**src/pkg/sysc_pkg.sv**
```systemverilog
package sysc_pkg;

    // ------------------------------------------------------------
    // Register indices on the command-link register port
    // ------------------------------------------------------------
    localparam logic [1:0] SYSC_IDX_CONFIG = 2'h0;
    localparam logic [1:0] SYSC_IDX_BANK_A = 2'h1;
    localparam logic [1:0] SYSC_IDX_BANK_B = 2'h2;

    // ------------------------------------------------------------
    // System configuration field positions
    // ------------------------------------------------------------
    localparam int SYSC_POS_ZC_PULSE = 11;
    localparam int SYSC_POS_ZC_OFF = 10;
    localparam int SYSC_POS_ACC_B = 9;
    localparam int SYSC_POS_ACC_A = 8;
    localparam int SYSC_POS_PWM = 7;
    localparam int SYSC_POS_ADC_RST = 5;
    localparam int SYSC_POS_ADC_SHDN = 3;
    localparam int SYSC_POS_REF_OFF = 2;

    // Writable bits; everything else reads as zero
    localparam logic [31:0] SYSC_CONFIG_MASK = 32'h0000_0ffc;
    localparam logic [31:0] SYSC_BANK_A_MASK = 32'h00ff_ffff;
    localparam logic [31:0] SYSC_BANK_B_MASK = 32'h00ff_ff00;
    localparam logic [31:0] SYSC_CONFIG_RST = 32'h0000_0000;
    localparam logic [31:0] SYSC_BANK_RST = 32'h0000_0000;

    // ------------------------------------------------------------
    // Shift byte positions inside the two banks
    // ------------------------------------------------------------
    localparam int SYSC_POS_PWR = 16;
    localparam int SYSC_POS_AMP = 8;
    localparam int SYSC_POS_VOLT = 0;

    // ------------------------------------------------------------
    // Timing
    // ------------------------------------------------------------
    localparam int SYSC_CLK_PERIOD_PS = 5000;
    localparam int SYSC_ZC_PULSE_US = 200;
    localparam int SYSC_ZC_PULSE_CYC = (SYSC_ZC_PULSE_US * 1000000) / SYSC_CLK_PERIOD_PS;

    localparam logic [15:0] SYSC_ZC_CNT_RST = 16'h0000;

    // ------------------------------------------------------------
    // Raw sample selectors on the scaling port
    // ------------------------------------------------------------
    localparam logic [2:0] SYSC_SEL_VOLT = 3'h0;
    localparam logic [2:0] SYSC_SEL_AMP_A = 3'h1;
    localparam logic [2:0] SYSC_SEL_ACT_A = 3'h2;
    localparam logic [2:0] SYSC_SEL_REACT_A = 3'h3;
    localparam logic [2:0] SYSC_SEL_AMP_B = 3'h4;
    localparam logic [2:0] SYSC_SEL_ACT_B = 3'h5;
    localparam logic [2:0] SYSC_SEL_REACT_B = 3'h6;

    // Zero-crossing pulse states
    typedef enum logic [1:0] {
        SYSC_ZC_IDLE = 2'b01,
        SYSC_ZC_HIGH = 2'b10
    } sysc_zc_state_t;

endpackage

```
**src/hdl/sysc_zc.sv**
```systemverilog
`timescale 1ns/1ps
module sysc_zc #(
    parameter int PULSE_CYC = sysc_pkg::SYSC_ZC_PULSE_CYC
) (
    // Clock and reset
    input wire logic clk,
    input wire logic rst_n,
    // Control
    input wire logic crossing,
    input wire logic pulse_mode,
    // Output level
    output logic level
);

    localparam logic [15:0] LAST_CYC = 16'(PULSE_CYC - 1);

    sysc_pkg::sysc_zc_state_t state_q;
    sysc_pkg::sysc_zc_state_t state_d;
    logic [15:0] cnt_q;
    logic [15:0] cnt_d;
    logic level_q;
    logic level_d;

    // ------------------------------------------------------------
    // Toggle on each crossing, or pulse on a crossing while idle
    // ------------------------------------------------------------
    // Pulse mode forces the level low while idle, so a switch of mode never
    // leaves a stale high level from toggle mode on the pin
    always_comb begin
        state_d = state_q;
        cnt_d = cnt_q;
        level_d = level_q;
        if (!pulse_mode) begin
            state_d = sysc_pkg::SYSC_ZC_IDLE;
            cnt_d = sysc_pkg::SYSC_ZC_CNT_RST;
            if (crossing) begin
                level_d = ~level_q;
            end
        end else begin
            case (state_q)
                sysc_pkg::SYSC_ZC_IDLE: begin
                    level_d = 1'b0;
                    if (crossing) begin
                        state_d = sysc_pkg::SYSC_ZC_HIGH;
                        cnt_d = sysc_pkg::SYSC_ZC_CNT_RST;
                        level_d = 1'b1;
                    end
                end
                sysc_pkg::SYSC_ZC_HIGH: begin
                    level_d = 1'b1;
                    if (cnt_q == LAST_CYC) begin
                        state_d = sysc_pkg::SYSC_ZC_IDLE;
                        cnt_d = sysc_pkg::SYSC_ZC_CNT_RST;
                        level_d = 1'b0;
                    end else begin
                        cnt_d = cnt_q + 16'h0001;
                    end
                end
                default: begin
                    state_d = sysc_pkg::SYSC_ZC_IDLE;
                    cnt_d = sysc_pkg::SYSC_ZC_CNT_RST;
                    level_d = 1'b0;
                end
            endcase
        end
    end

    always_ff @(posedge clk or negedge rst_n) begin
        if (!rst_n) begin
            state_q <= sysc_pkg::SYSC_ZC_IDLE;
            cnt_q <= sysc_pkg::SYSC_ZC_CNT_RST;
            level_q <= 1'b0;
        end else begin
            state_q <= state_d;
            cnt_q <= cnt_d;
            level_q <= level_d;
        end
    end

    assign level = level_q;

    // Toggle mode flips the level on every crossing
    property p_toggle_flip;
        @(posedge clk) disable iff (!rst_n)
        (crossing && !pulse_mode) |=> (level != $past(level));
    endproperty
    a_toggle_flip: assert property (p_toggle_flip) else $error("level did not toggle");

    // Pulse mode raises the level on a crossing while idle
    property p_pulse_start;
        @(posedge clk) disable iff (!rst_n)
        (crossing && pulse_mode && (state_q == sysc_pkg::SYSC_ZC_IDLE)) |=> level;
    endproperty
    a_pulse_start: assert property (p_pulse_start) else $error("pulse did not start");

    // The pulse counter never passes its last cycle
    property p_pulse_width;
        @(posedge clk) disable iff (!rst_n)
        (state_q == sysc_pkg::SYSC_ZC_HIGH) |-> (cnt_q <= LAST_CYC);
    endproperty
    a_pulse_width: assert property (p_pulse_width) else $error("pulse too long");

endmodule

`timescale 1ns/1ps
// Operation
// - Pulse mode bit gives fixed pulses per crossing, else output toggles.
// - Zero-crossing disable bit releases the zero-crossing pin.
// - Channel 2 accumulation runs only while its bit is set, else cleared.
// - Channel 1 accumulation runs only while its bit is set, else cleared.
// - PWM output enabled only while its bit is set.
// - Reset field codes place first, second or both current ADCs in reset.
// - Shutdown field codes shut first, second or both current ADCs down.
// - Reference shutdown bit disables the internal voltage reference.
// - Each range byte right-shifts the matching output value.
// - One power byte scales both active and reactive power of its channel.
// - First bank holds power, current and voltage shifts; top byte zero.
// - Second bank holds power and current shifts; top and bottom bytes zero.
// - The two lowest configuration bits always read as zero.
module sysc_top #(
    parameter int ZC_PULSE_CYC = sysc_pkg::SYSC_ZC_PULSE_CYC
) (
    // Clock and reset
    input wire logic clk,
    input wire logic rst_b,
    // Register port
    input wire logic reg_wr_en,
    input wire logic [1:0] reg_idx,
    input wire logic [31:0] reg_wdata,
    output logic [31:0] reg_rdata,
    // Zero-crossing sense and pin
    input wire logic zc_sense,
    output logic zero_crossing_pin,
    output logic zero_crossing_oe_b,
    // Control outputs
    output logic chan_a_accum_on,
    output logic chan_a_accum_clr,
    output logic chan_b_accum_on,
    output logic chan_b_accum_clr,
    output logic pwm_enable,
    output logic first_current_adc_rst,
    output logic second_current_adc_rst,
    output logic first_current_adc_shdn,
    output logic second_current_adc_shdn,
    output logic internal_ref_off,
    // Raw samples in
    input wire logic raw_load,
    input wire logic [2:0] raw_sel,
    input wire logic [31:0] raw_value,
    // Scaled outputs
    output logic [31:0] volt_out,
    output logic [31:0] chan_a_amp_out,
    output logic [31:0] chan_a_act_out,
    output logic [31:0] chan_a_react_out,
    output logic [31:0] chan_b_amp_out,
    output logic [31:0] chan_b_act_out,
    output logic [31:0] chan_b_react_out
);

    logic rst_meta_q;
    logic rst_sync_b;
    logic [31:0] cfg_q;
    logic [31:0] cfg_d;
    logic [31:0] bank_a_q;
    logic [31:0] bank_a_d;
    logic [31:0] bank_b_q;
    logic [31:0] bank_b_d;
    logic [31:0] rdata_q;
    logic [31:0] rdata_d;
    logic sense_s1_q;
    logic sense_s2_q;
    logic sense_s3_q;
    logic sense_stable_q;
    logic sense_stable_d;
    logic crossing;
    logic zc_level;

    // Only implemented bits survive a write
    function automatic logic [31:0] keep_bits(input logic [31:0] val, input logic [31:0] mask);
        return val & mask;
    endfunction

    // One shift byte out of a bank
    function automatic logic [7:0] shift_byte(input logic [31:0] bank, input int pos);
        return bank[pos +: 8];
    endfunction

    // ------------------------------------------------------------
    // Reset release
    // ------------------------------------------------------------
    // Reset asserts at once but releases on the clock to avoid a
    // half-released bank
    always_ff @(posedge clk or negedge rst_b) begin
        if (!rst_b) begin
            rst_meta_q <= 1'b0;
            rst_sync_b <= 1'b0;
        end else begin
            rst_meta_q <= 1'b1;
            rst_sync_b <= rst_meta_q;
        end
    end

    // ------------------------------------------------------------
    // Register bank
    // ------------------------------------------------------------
    // Writes are masked so unimplemented bits stay zero
    always_comb begin
        cfg_d = cfg_q;
        bank_a_d = bank_a_q;
        bank_b_d = bank_b_q;
        if (reg_wr_en) begin
            case (reg_idx)
                sysc_pkg::SYSC_IDX_CONFIG: begin
                    cfg_d = keep_bits(reg_wdata, sysc_pkg::SYSC_CONFIG_MASK);
                end
                sysc_pkg::SYSC_IDX_BANK_A: begin
                    bank_a_d = keep_bits(reg_wdata, sysc_pkg::SYSC_BANK_A_MASK);
                end
                sysc_pkg::SYSC_IDX_BANK_B: begin
                    bank_b_d = keep_bits(reg_wdata, sysc_pkg::SYSC_BANK_B_MASK);
                end
                default: begin
                end
            endcase
        end
    end

    // Read data is registered; the index reads one cycle later
    always_comb begin
        case (reg_idx)
            sysc_pkg::SYSC_IDX_CONFIG: begin
                rdata_d = cfg_q;
            end
            sysc_pkg::SYSC_IDX_BANK_A: begin
                rdata_d = bank_a_q;
            end
            sysc_pkg::SYSC_IDX_BANK_B: begin
                rdata_d = bank_b_q;
            end
            default: begin
                rdata_d = 32'h0000_0000;
            end
        endcase
    end

    always_ff @(posedge clk or negedge rst_sync_b) begin
        if (!rst_sync_b) begin
            cfg_q <= sysc_pkg::SYSC_CONFIG_RST;
            bank_a_q <= sysc_pkg::SYSC_BANK_RST;
            bank_b_q <= sysc_pkg::SYSC_BANK_RST;
            rdata_q <= 32'h0000_0000;
        end else begin
            cfg_q <= cfg_d;
            bank_a_q <= bank_a_d;
            bank_b_q <= bank_b_d;
            rdata_q <= rdata_d;
        end
    end

    assign reg_rdata = rdata_q;

    // ------------------------------------------------------------
    // Zero-crossing sense
    // ------------------------------------------------------------
    // The sense pin is asynchronous; a change counts once two late stages agree
    always_comb begin
        sense_stable_d = sense_stable_q;
        if (sense_s2_q == sense_s3_q) begin
            sense_stable_d = sense_s3_q;
        end
        crossing = (sense_stable_d != sense_stable_q);
    end

    always_ff @(posedge clk or negedge rst_sync_b) begin
        if (!rst_sync_b) begin
            sense_s1_q <= 1'b0;
            sense_s2_q <= 1'b0;
            sense_s3_q <= 1'b0;
            sense_stable_q <= 1'b0;
        end else begin
            sense_s1_q <= zc_sense;
            sense_s2_q <= sense_s1_q;
            sense_s3_q <= sense_s2_q;
            sense_stable_q <= sense_stable_d;
        end
    end

    sysc_zc #(
        .PULSE_CYC(ZC_PULSE_CYC)
    ) zc_u (
        .clk(clk),
        .rst_n(rst_sync_b),
        .crossing(crossing),
        .pulse_mode(cfg_q[sysc_pkg::SYSC_POS_ZC_PULSE]),
        .level(zc_level)
    );

    // Output enable is low while the pin is driven
    assign zero_crossing_pin = zc_level;
    assign zero_crossing_oe_b = cfg_q[sysc_pkg::SYSC_POS_ZC_OFF];

    // ------------------------------------------------------------
    // Control outputs straight from configuration flops
    // ------------------------------------------------------------
    assign chan_b_accum_on = cfg_q[sysc_pkg::SYSC_POS_ACC_B];
    assign chan_b_accum_clr = ~cfg_q[sysc_pkg::SYSC_POS_ACC_B];
    assign chan_a_accum_on = cfg_q[sysc_pkg::SYSC_POS_ACC_A];
    assign chan_a_accum_clr = ~cfg_q[sysc_pkg::SYSC_POS_ACC_A];
    assign pwm_enable = cfg_q[sysc_pkg::SYSC_POS_PWM];
    assign first_current_adc_rst = cfg_q[sysc_pkg::SYSC_POS_ADC_RST];
    assign second_current_adc_rst = cfg_q[sysc_pkg::SYSC_POS_ADC_RST + 1];
    assign first_current_adc_shdn = cfg_q[sysc_pkg::SYSC_POS_ADC_SHDN];
    assign second_current_adc_shdn = cfg_q[sysc_pkg::SYSC_POS_ADC_SHDN + 1];
    assign internal_ref_off = cfg_q[sysc_pkg::SYSC_POS_REF_OFF];

    // ------------------------------------------------------------
    // Output scaling
    // ------------------------------------------------------------
    // Powers are signed and shifted arithmetically; RMS values never go negative
    sysc_shift volt_u (
        .clk(clk),
        .rst_n(rst_sync_b),
        .load(raw_load && (raw_sel == sysc_pkg::SYSC_SEL_VOLT)),
        .arith(1'b0),
        .din(raw_value),
        .count(shift_byte(bank_a_q, sysc_pkg::SYSC_POS_VOLT)),
        .dout(volt_out)
    );

    sysc_shift amp_a_u (
        .clk(clk),
        .rst_n(rst_sync_b),
        .load(raw_load && (raw_sel == sysc_pkg::SYSC_SEL_AMP_A)),
        .arith(1'b0),
        .din(raw_value),
        .count(shift_byte(bank_a_q, sysc_pkg::SYSC_POS_AMP)),
        .dout(chan_a_amp_out)
    );

    // Active and reactive share one power byte per channel
    sysc_shift act_a_u (
        .clk(clk),
        .rst_n(rst_sync_b),
        .load(raw_load && (raw_sel == sysc_pkg::SYSC_SEL_ACT_A)),
        .arith(1'b1),
        .din(raw_value),
        .count(shift_byte(bank_a_q, sysc_pkg::SYSC_POS_PWR)),
        .dout(chan_a_act_out)
    );

    sysc_shift react_a_u (
        .clk(clk),
        .rst_n(rst_sync_b),
        .load(raw_load && (raw_sel == sysc_pkg::SYSC_SEL_REACT_A)),
        .arith(1'b1),
        .din(raw_value),
        .count(shift_byte(bank_a_q, sysc_pkg::SYSC_POS_PWR)),
        .dout(chan_a_react_out)
    );

    sysc_shift amp_b_u (
        .clk(clk),
        .rst_n(rst_sync_b),
        .load(raw_load && (raw_sel == sysc_pkg::SYSC_SEL_AMP_B)),
        .arith(1'b0),
        .din(raw_value),
        .count(shift_byte(bank_b_q, sysc_pkg::SYSC_POS_AMP)),
        .dout(chan_b_amp_out)
    );

    sysc_shift act_b_u (
        .clk(clk),
        .rst_n(rst_sync_b),
        .load(raw_load && (raw_sel == sysc_pkg::SYSC_SEL_ACT_B)),
        .arith(1'b1),
        .din(raw_value),
        .count(shift_byte(bank_b_q, sysc_pkg::SYSC_POS_PWR)),
        .dout(chan_b_act_out)
    );

    sysc_shift react_b_u (
        .clk(clk),
        .rst_n(rst_sync_b),
        .load(raw_load && (raw_sel == sysc_pkg::SYSC_SEL_REACT_B)),
        .arith(1'b1),
        .din(raw_value),
        .count(shift_byte(bank_b_q, sysc_pkg::SYSC_POS_PWR)),
        .dout(chan_b_react_out)
    );

    // ------------------------------------------------------------
    // Checks
    // ------------------------------------------------------------
    property p_cfg_low_zero;
        @(posedge clk) disable iff (!rst_sync_b)
        (reg_idx == sysc_pkg::SYSC_IDX_CONFIG) |=> (reg_rdata[1:0] == 2'h0);
    endproperty
    a_cfg_low_zero: assert property (p_cfg_low_zero) else $error("low config bits set");

    property p_bank_a_top;
        @(posedge clk) disable iff (!rst_sync_b)
        (reg_idx == sysc_pkg::SYSC_IDX_BANK_A) |=> (reg_rdata[31:24] == 8'h00);
    endproperty
    a_bank_a_top: assert property (p_bank_a_top) else $error("bank a top byte set");

    property p_bank_b_gaps;
        @(posedge clk) disable iff (!rst_sync_b)
        (reg_idx == sysc_pkg::SYSC_IDX_BANK_B) |=>
            ((reg_rdata[31:24] == 8'h00) && (reg_rdata[7:0] == 8'h00));
    endproperty
    a_bank_b_gaps: assert property (p_bank_b_gaps) else $error("bank b gap set");

    property p_cfg_write;
        @(posedge clk) disable iff (!rst_sync_b)
        (reg_wr_en && (reg_idx == sysc_pkg::SYSC_IDX_CONFIG)) |=>
            (cfg_q == ($past(reg_wdata) & sysc_pkg::SYSC_CONFIG_MASK));
    endproperty
    a_cfg_write: assert property (p_cfg_write) else $error("config write wrong");

    property p_accum_b;
        @(posedge clk) disable iff (!rst_sync_b)
        chan_b_accum_clr == !chan_b_accum_on;
    endproperty
    a_accum_b: assert property (p_accum_b) else $error("channel b clear wrong");

    property p_accum_a;
        @(posedge clk) disable iff (!rst_sync_b)
        chan_a_accum_clr == !chan_a_accum_on;
    endproperty
    a_accum_a: assert property (p_accum_a) else $error("channel a clear wrong");

    property p_zc_off;
        @(posedge clk) disable iff (!rst_sync_b)
        cfg_q[sysc_pkg::SYSC_POS_ZC_OFF] |-> zero_crossing_oe_b;
    endproperty
    a_zc_off: assert property (p_zc_off) else $error("pin driven while off");

endmodule

```
**src/hdl/sysc_shift.sv**
```systemverilog
`timescale 1ns/1ps
module sysc_shift (
    // Clock and reset
    input wire logic clk,
    input wire logic rst_n,
    // Sample in
    input wire logic load,
    input wire logic arith,
    input wire logic [31:0] din,
    input wire logic [7:0] count,
    // Scaled sample out
    output logic [31:0] dout
);

    logic [31:0] dout_q;
    logic [31:0] dout_d;

    // Divide by two to the count; signed powers keep their sign
    always_comb begin
        dout_d = dout_q;
        if (load) begin
            if (arith) begin
                dout_d = 32'($signed(din) >>> count);
            end else begin
                dout_d = din >> count;
            end
        end
    end

    always_ff @(posedge clk or negedge rst_n) begin
        if (!rst_n) begin
            dout_q <= 32'h0000_0000;
        end else begin
            dout_q <= dout_d;
        end
    end

    assign dout = dout_q;

    // Unsigned samples come out divided by two to the count
    property p_shift_result;
        @(posedge clk) disable iff (!rst_n)
        (load && !arith) |=> (dout == ($past(din) >> $past(count)));
    endproperty
    a_shift_result: assert property (p_shift_result) else $error("scaled value wrong");

endmodule

```
**config.mk**
```make
export PLATFORM = sky130hd
export DESIGN_NAME = sysc_top
export DESIGN_NICKNAME = d
export VERILOG_FILES = /design/src/pkg/sysc_pkg.sv /design/src/hdl/sysc_zc.sv /design/src/hdl/sysc_shift.sv
export SDC_FILE = /design/constraint.sdc
export NUM_CORES = 1
export LEC_CHECK = 0
export BUFFER_PORTS_ARGS = -buffer_cell sky130_fd_sc_hd__buf_2
export CAP_MARGIN = 20
export CELL_PAD_IN_SITES_DETAIL_PLACEMENT = 1
export CELL_PAD_IN_SITES_GLOBAL_PLACEMENT = 1
export CORE_ASPECT_RATIO = 0.6
export CORE_UTILIZATION = 40
export DETAILED_ROUTE_END_ITERATION = 7
export MAX_ROUTING_LAYER = met4
export PLACE_DENSITY_LB_ADDON = 0.1
export SYNTH_ARGS = -nofsm -noshare
export SYNTH_HDL_FRONTEND = slang
export SYNTH_SLANG_ARGS = --single-unit
```
**constraint.sdc**
```tcl
create_clock -name clk -period 9.92 [get_ports clk]
set_clock_uncertainty 0.05 [all_clocks]
set_input_delay 0.496 -clock clk [delete_from_list [all_inputs] [get_ports clk]]
set_output_delay 0.496 -clock clk [all_outputs]
set_load 0.01 [all_outputs]
```
==> results by group <==
Status
  – Status: complete, no violations

Pwr
  – Sequential share of power: 34.7%
  – Clock power share: 26.0%
  – NetSw: 0.00208 W
  – VDD IR max: 0.000116 V
  – Share of power burned in combinational logic: 39.3%
  – Int Power: 0.00321 W
  – P_leak: 10.7 nW
  – Pwr Density: 218 mW/mm²
  – Net Sw Frac: 39.3%

Yosys
  – Top FF cell, synth: dfrtp_1
  – Mapped Avg Cell Area: 9.40 µm²
  – Post-synthesis cell area: 0.0212 mm²
  – Post-synthesis cell type count: 93
  – Register bit total from synthesis: 323
  – Sequential area share after synthesis: 38.2%
  – Synth Warn #: 0
  – Synth Instances: 2251
  – Synth async-reset ratio: 100%
  – EDFF count, synth: 0

Global routing
  – Largest net degree at the start of global routing: 76
  – Initial antenna violation count: 8
  – Overflow after GRT: 0
  – First-pass GRT wire length: 126 mm
  – Vias in the first global route: 19821
  – GRT Overall Usage: 31.0%

Floorplan
  – Area of the core: 0.0516 mm²
  – IO Count: 342
  – DIE WIDTH: 299 µm
  – Chip height: 180 µm
  – Standard-cell rows: 64
  – Die area: 0.0538 mm²
  – Initial core utilization: 41.0%

STA
  – RSZ-0062 raised after global routing: no
  – Final setup fails: 0
  – Relative slew slack: 24.6%
  – Worst Tran Pin Value: 1.13 ns
  – Peak Freq: 308 MHz
  – Crit path time final: 3.25 ns
  – Final Hold Violating Endpoints: 0
  – Fin crit share: 32.7%
  – TNS Setup: 0 ns
  – Fin. max-slew vios: 0

Worst setup path
  – CP max FO: 16
  – CP startpoint kind: register
  – Critical Path AT: 3.58 ns
  – Worst path required time: 10.25 ns
  – WS Path Type: reg -> reg
  – Setup crit end kind: register

Final layout
  – # fillers: 5914
  – Synth-to-layout area growth: 14.6%
  – Multi-input logic area: 0.0120 mm²
  – Commonest non-fill, non-tap cells in the layout: 326 x buf_2, 316 x dfrtp_1, 311 x nand2_1
  – FF/Latch Area: 0.00809 mm²
  – Final cell count without fillers: 3163
  – Final Util: 47.0%
  – Leading cell type in the layout, fill and taps excluded: buf_2
  – Share of cells above drive strength 1: 28.0%
  – Nets: 2513

CTS
  – Clock tree buffer depth: 3
  – H-tree depth: 2
  – Worst-Skew Late Latency: 0.53 ns
  – Clock root cell: clkbuf_16
  – Sink Count: 323
  – CTS buffer count: 35
  – CTS tree: yes
  – # resized after CTS: 0
  – Clock-pin slew on the worst setup and hold paths: 0.07 ns

Detailed routing
  – Post-DRT Antenna Nets: 0
  – Initial DRC Count: 1743
  – Routed wire per std cell: 26.0 µm
  – Via count: 19682
  – DRC viols: 0
  – Final wirelength: 82.3 mm
  – Vias/cell: 6.22
  – DR pass1 iterations: 6

Place
  – Placed cells: 3087
  – GPL Wtd Cong: 0.978
  – HPWL after detailed placement: 58.9 mm
  – I/O Buffers: 325

Job
  – Max Cap Viol: 0

Worst hold path
  – Hold Crit Class: in -> reg
per-layer routing:
metal	vias up	wire, µm	track usage (%)
met5	-	0	-
met4	0	1490	6.65
met3	105	5860	4.92
met2	722	36800	45.3
met1	10164	38200	45.1
li1	8691	-	-
through the flow:
stage	setup WS, ns	instance area [µm²]	hold slack [ns]	total power [W]
after global placement	6.66	23000	0.234	0.00384
after detailed placement	6.63	23000	0.234	0.00390
final	6.67	24200	0.0271	0.00529
after floorplan	0.203	21200	0.150	0.00317
after CTS	6.71	24200	0.0112	0.00530
after global routing	6.47	24200	0.0109	0.00557
repair_timing:
action                    CTS  global route
buffers inserted            0             0
hold endpoints to repair    2             0
hold buffers                1             0
kinds of logic after synthesis:
kind of cell    synth area share [%]
simple gates                    14.6
compound gates                  19.5
mux                             21.6
flops                           38.2
buf+inv                         5.34
xor+xnor                       0.497
fa+ha+maj                      0.225
other cells                   0.0355
flip-flops by register name (all words and copies together) (netlist names):
| register | flops |
|---|---|
| bank_b_q | 16 |
| act_b_u.dout | 32 |
| amp_a_u.dout | 32 |
| sense_s1_q | 1 |
| zc_u.cnt_q | 16 |
| zc_u.level | 1 |
| react_a_u.dout | 32 |
| volt_u.dout | 32 |
| act_a_u.dout | 32 |
| bank_a_q | 24 |
| sense_stable_q | 1 |
| reg_rdata | 24 |
| react_b_u.dout | 32 |
| sense_s2_q | 1 |
| rst_meta_q | 1 |
| sense_s3_q | 1 |
| amp_b_u.dout | 32 |
| zc_u.state_q | 2 |
| rst_sync_b | 1 |
| cfg_q | 10 |
layout make-up:
class	instances	area share [%]
multi-input combinational	1680	49.4
clock inverter	18	0.764
sequential	323	33.4
clock buffer	45	4.19
tap	693	3.58
antenna	8	0.0826
inverter	27	0.418
timing repair buffer	369	8.19
worst max-delay path, stage by stage (launching register included):
cell and delay [ns]:
dfrtp_1 0.56, nor2_1 0.94, buf_4 0.37, nand2_1 0.07
o22ai_1 0.28, o2bb2ai_1 0.12, a211oi_1 0.53, a21oi_1 0.15
path summary, 6_finish.rpt:
check / start / to / slack, ns / cells after the start
min in group asynchronous: rst_b / rst_sync_b / 0.23 / 2
worst min register to register: sense_s1_q / sense_s2_q / 0.30 / 0
max in group asynchronous: rst_sync_b / amp_b_u.dout[12] / 7.23 / 2
worst min-delay path: zc_sense / sense_s1_q / 0.03 / 1
worst max register to register: bank_a_q[23] / act_a_u.dout[10] / 6.67 / 7
worst max-delay path: bank_a_q[23] / act_a_u.dout[10] / 6.67 / 7
power by group through the flow:
stage / clock network [W] / logic (W) / registers (W)
floorplan: 0 / 0.00129 / 0.00188
global placement: 0 / 0.00197 / 0.00187
detailed placement: 0 / 0.00202 / 0.00188
CTS: 0.00141 / 0.00203 / 0.00186
global route: 0.00146 / 0.00224 / 0.00187
finish: 0.00138 / 0.00208 / 0.00184
Yosys cell counts (all sizes together) (7+ instances only):
library cell  instances  share of area [%]
o21a                 14               0.50
mux2                146                7.8
a2bb2oi               9               0.37
a211o                 9               0.37
a221oi               16               0.69
dfrtp               322                 38
a22o                 43                1.8
o21ai               186                4.4
o31ai                13               0.46
a31oi                10               0.30
a22oi                38                1.3
a211oi               28                1.0
a21oi               111                2.6
xor2                 11               0.46
and2                 17               0.50
or3                  13               0.38
nor3                 43                1.1
nor2                166                3.0
clkbuf              150                2.7
inv                  23               0.41
and3                 12               0.35
mux2i               138                6.5
nor2b                10               0.30
nand2               311                5.5
a222oi                7               0.33
nand3                56                1.3
o221ai               21               0.87
o22ai                19               0.59
mux4                 68                7.3
buf                  78                2.2
or2                  11               0.33
nor4                 17               0.68
o211ai               30                1.1
Power figures use the tool's default switching activity.
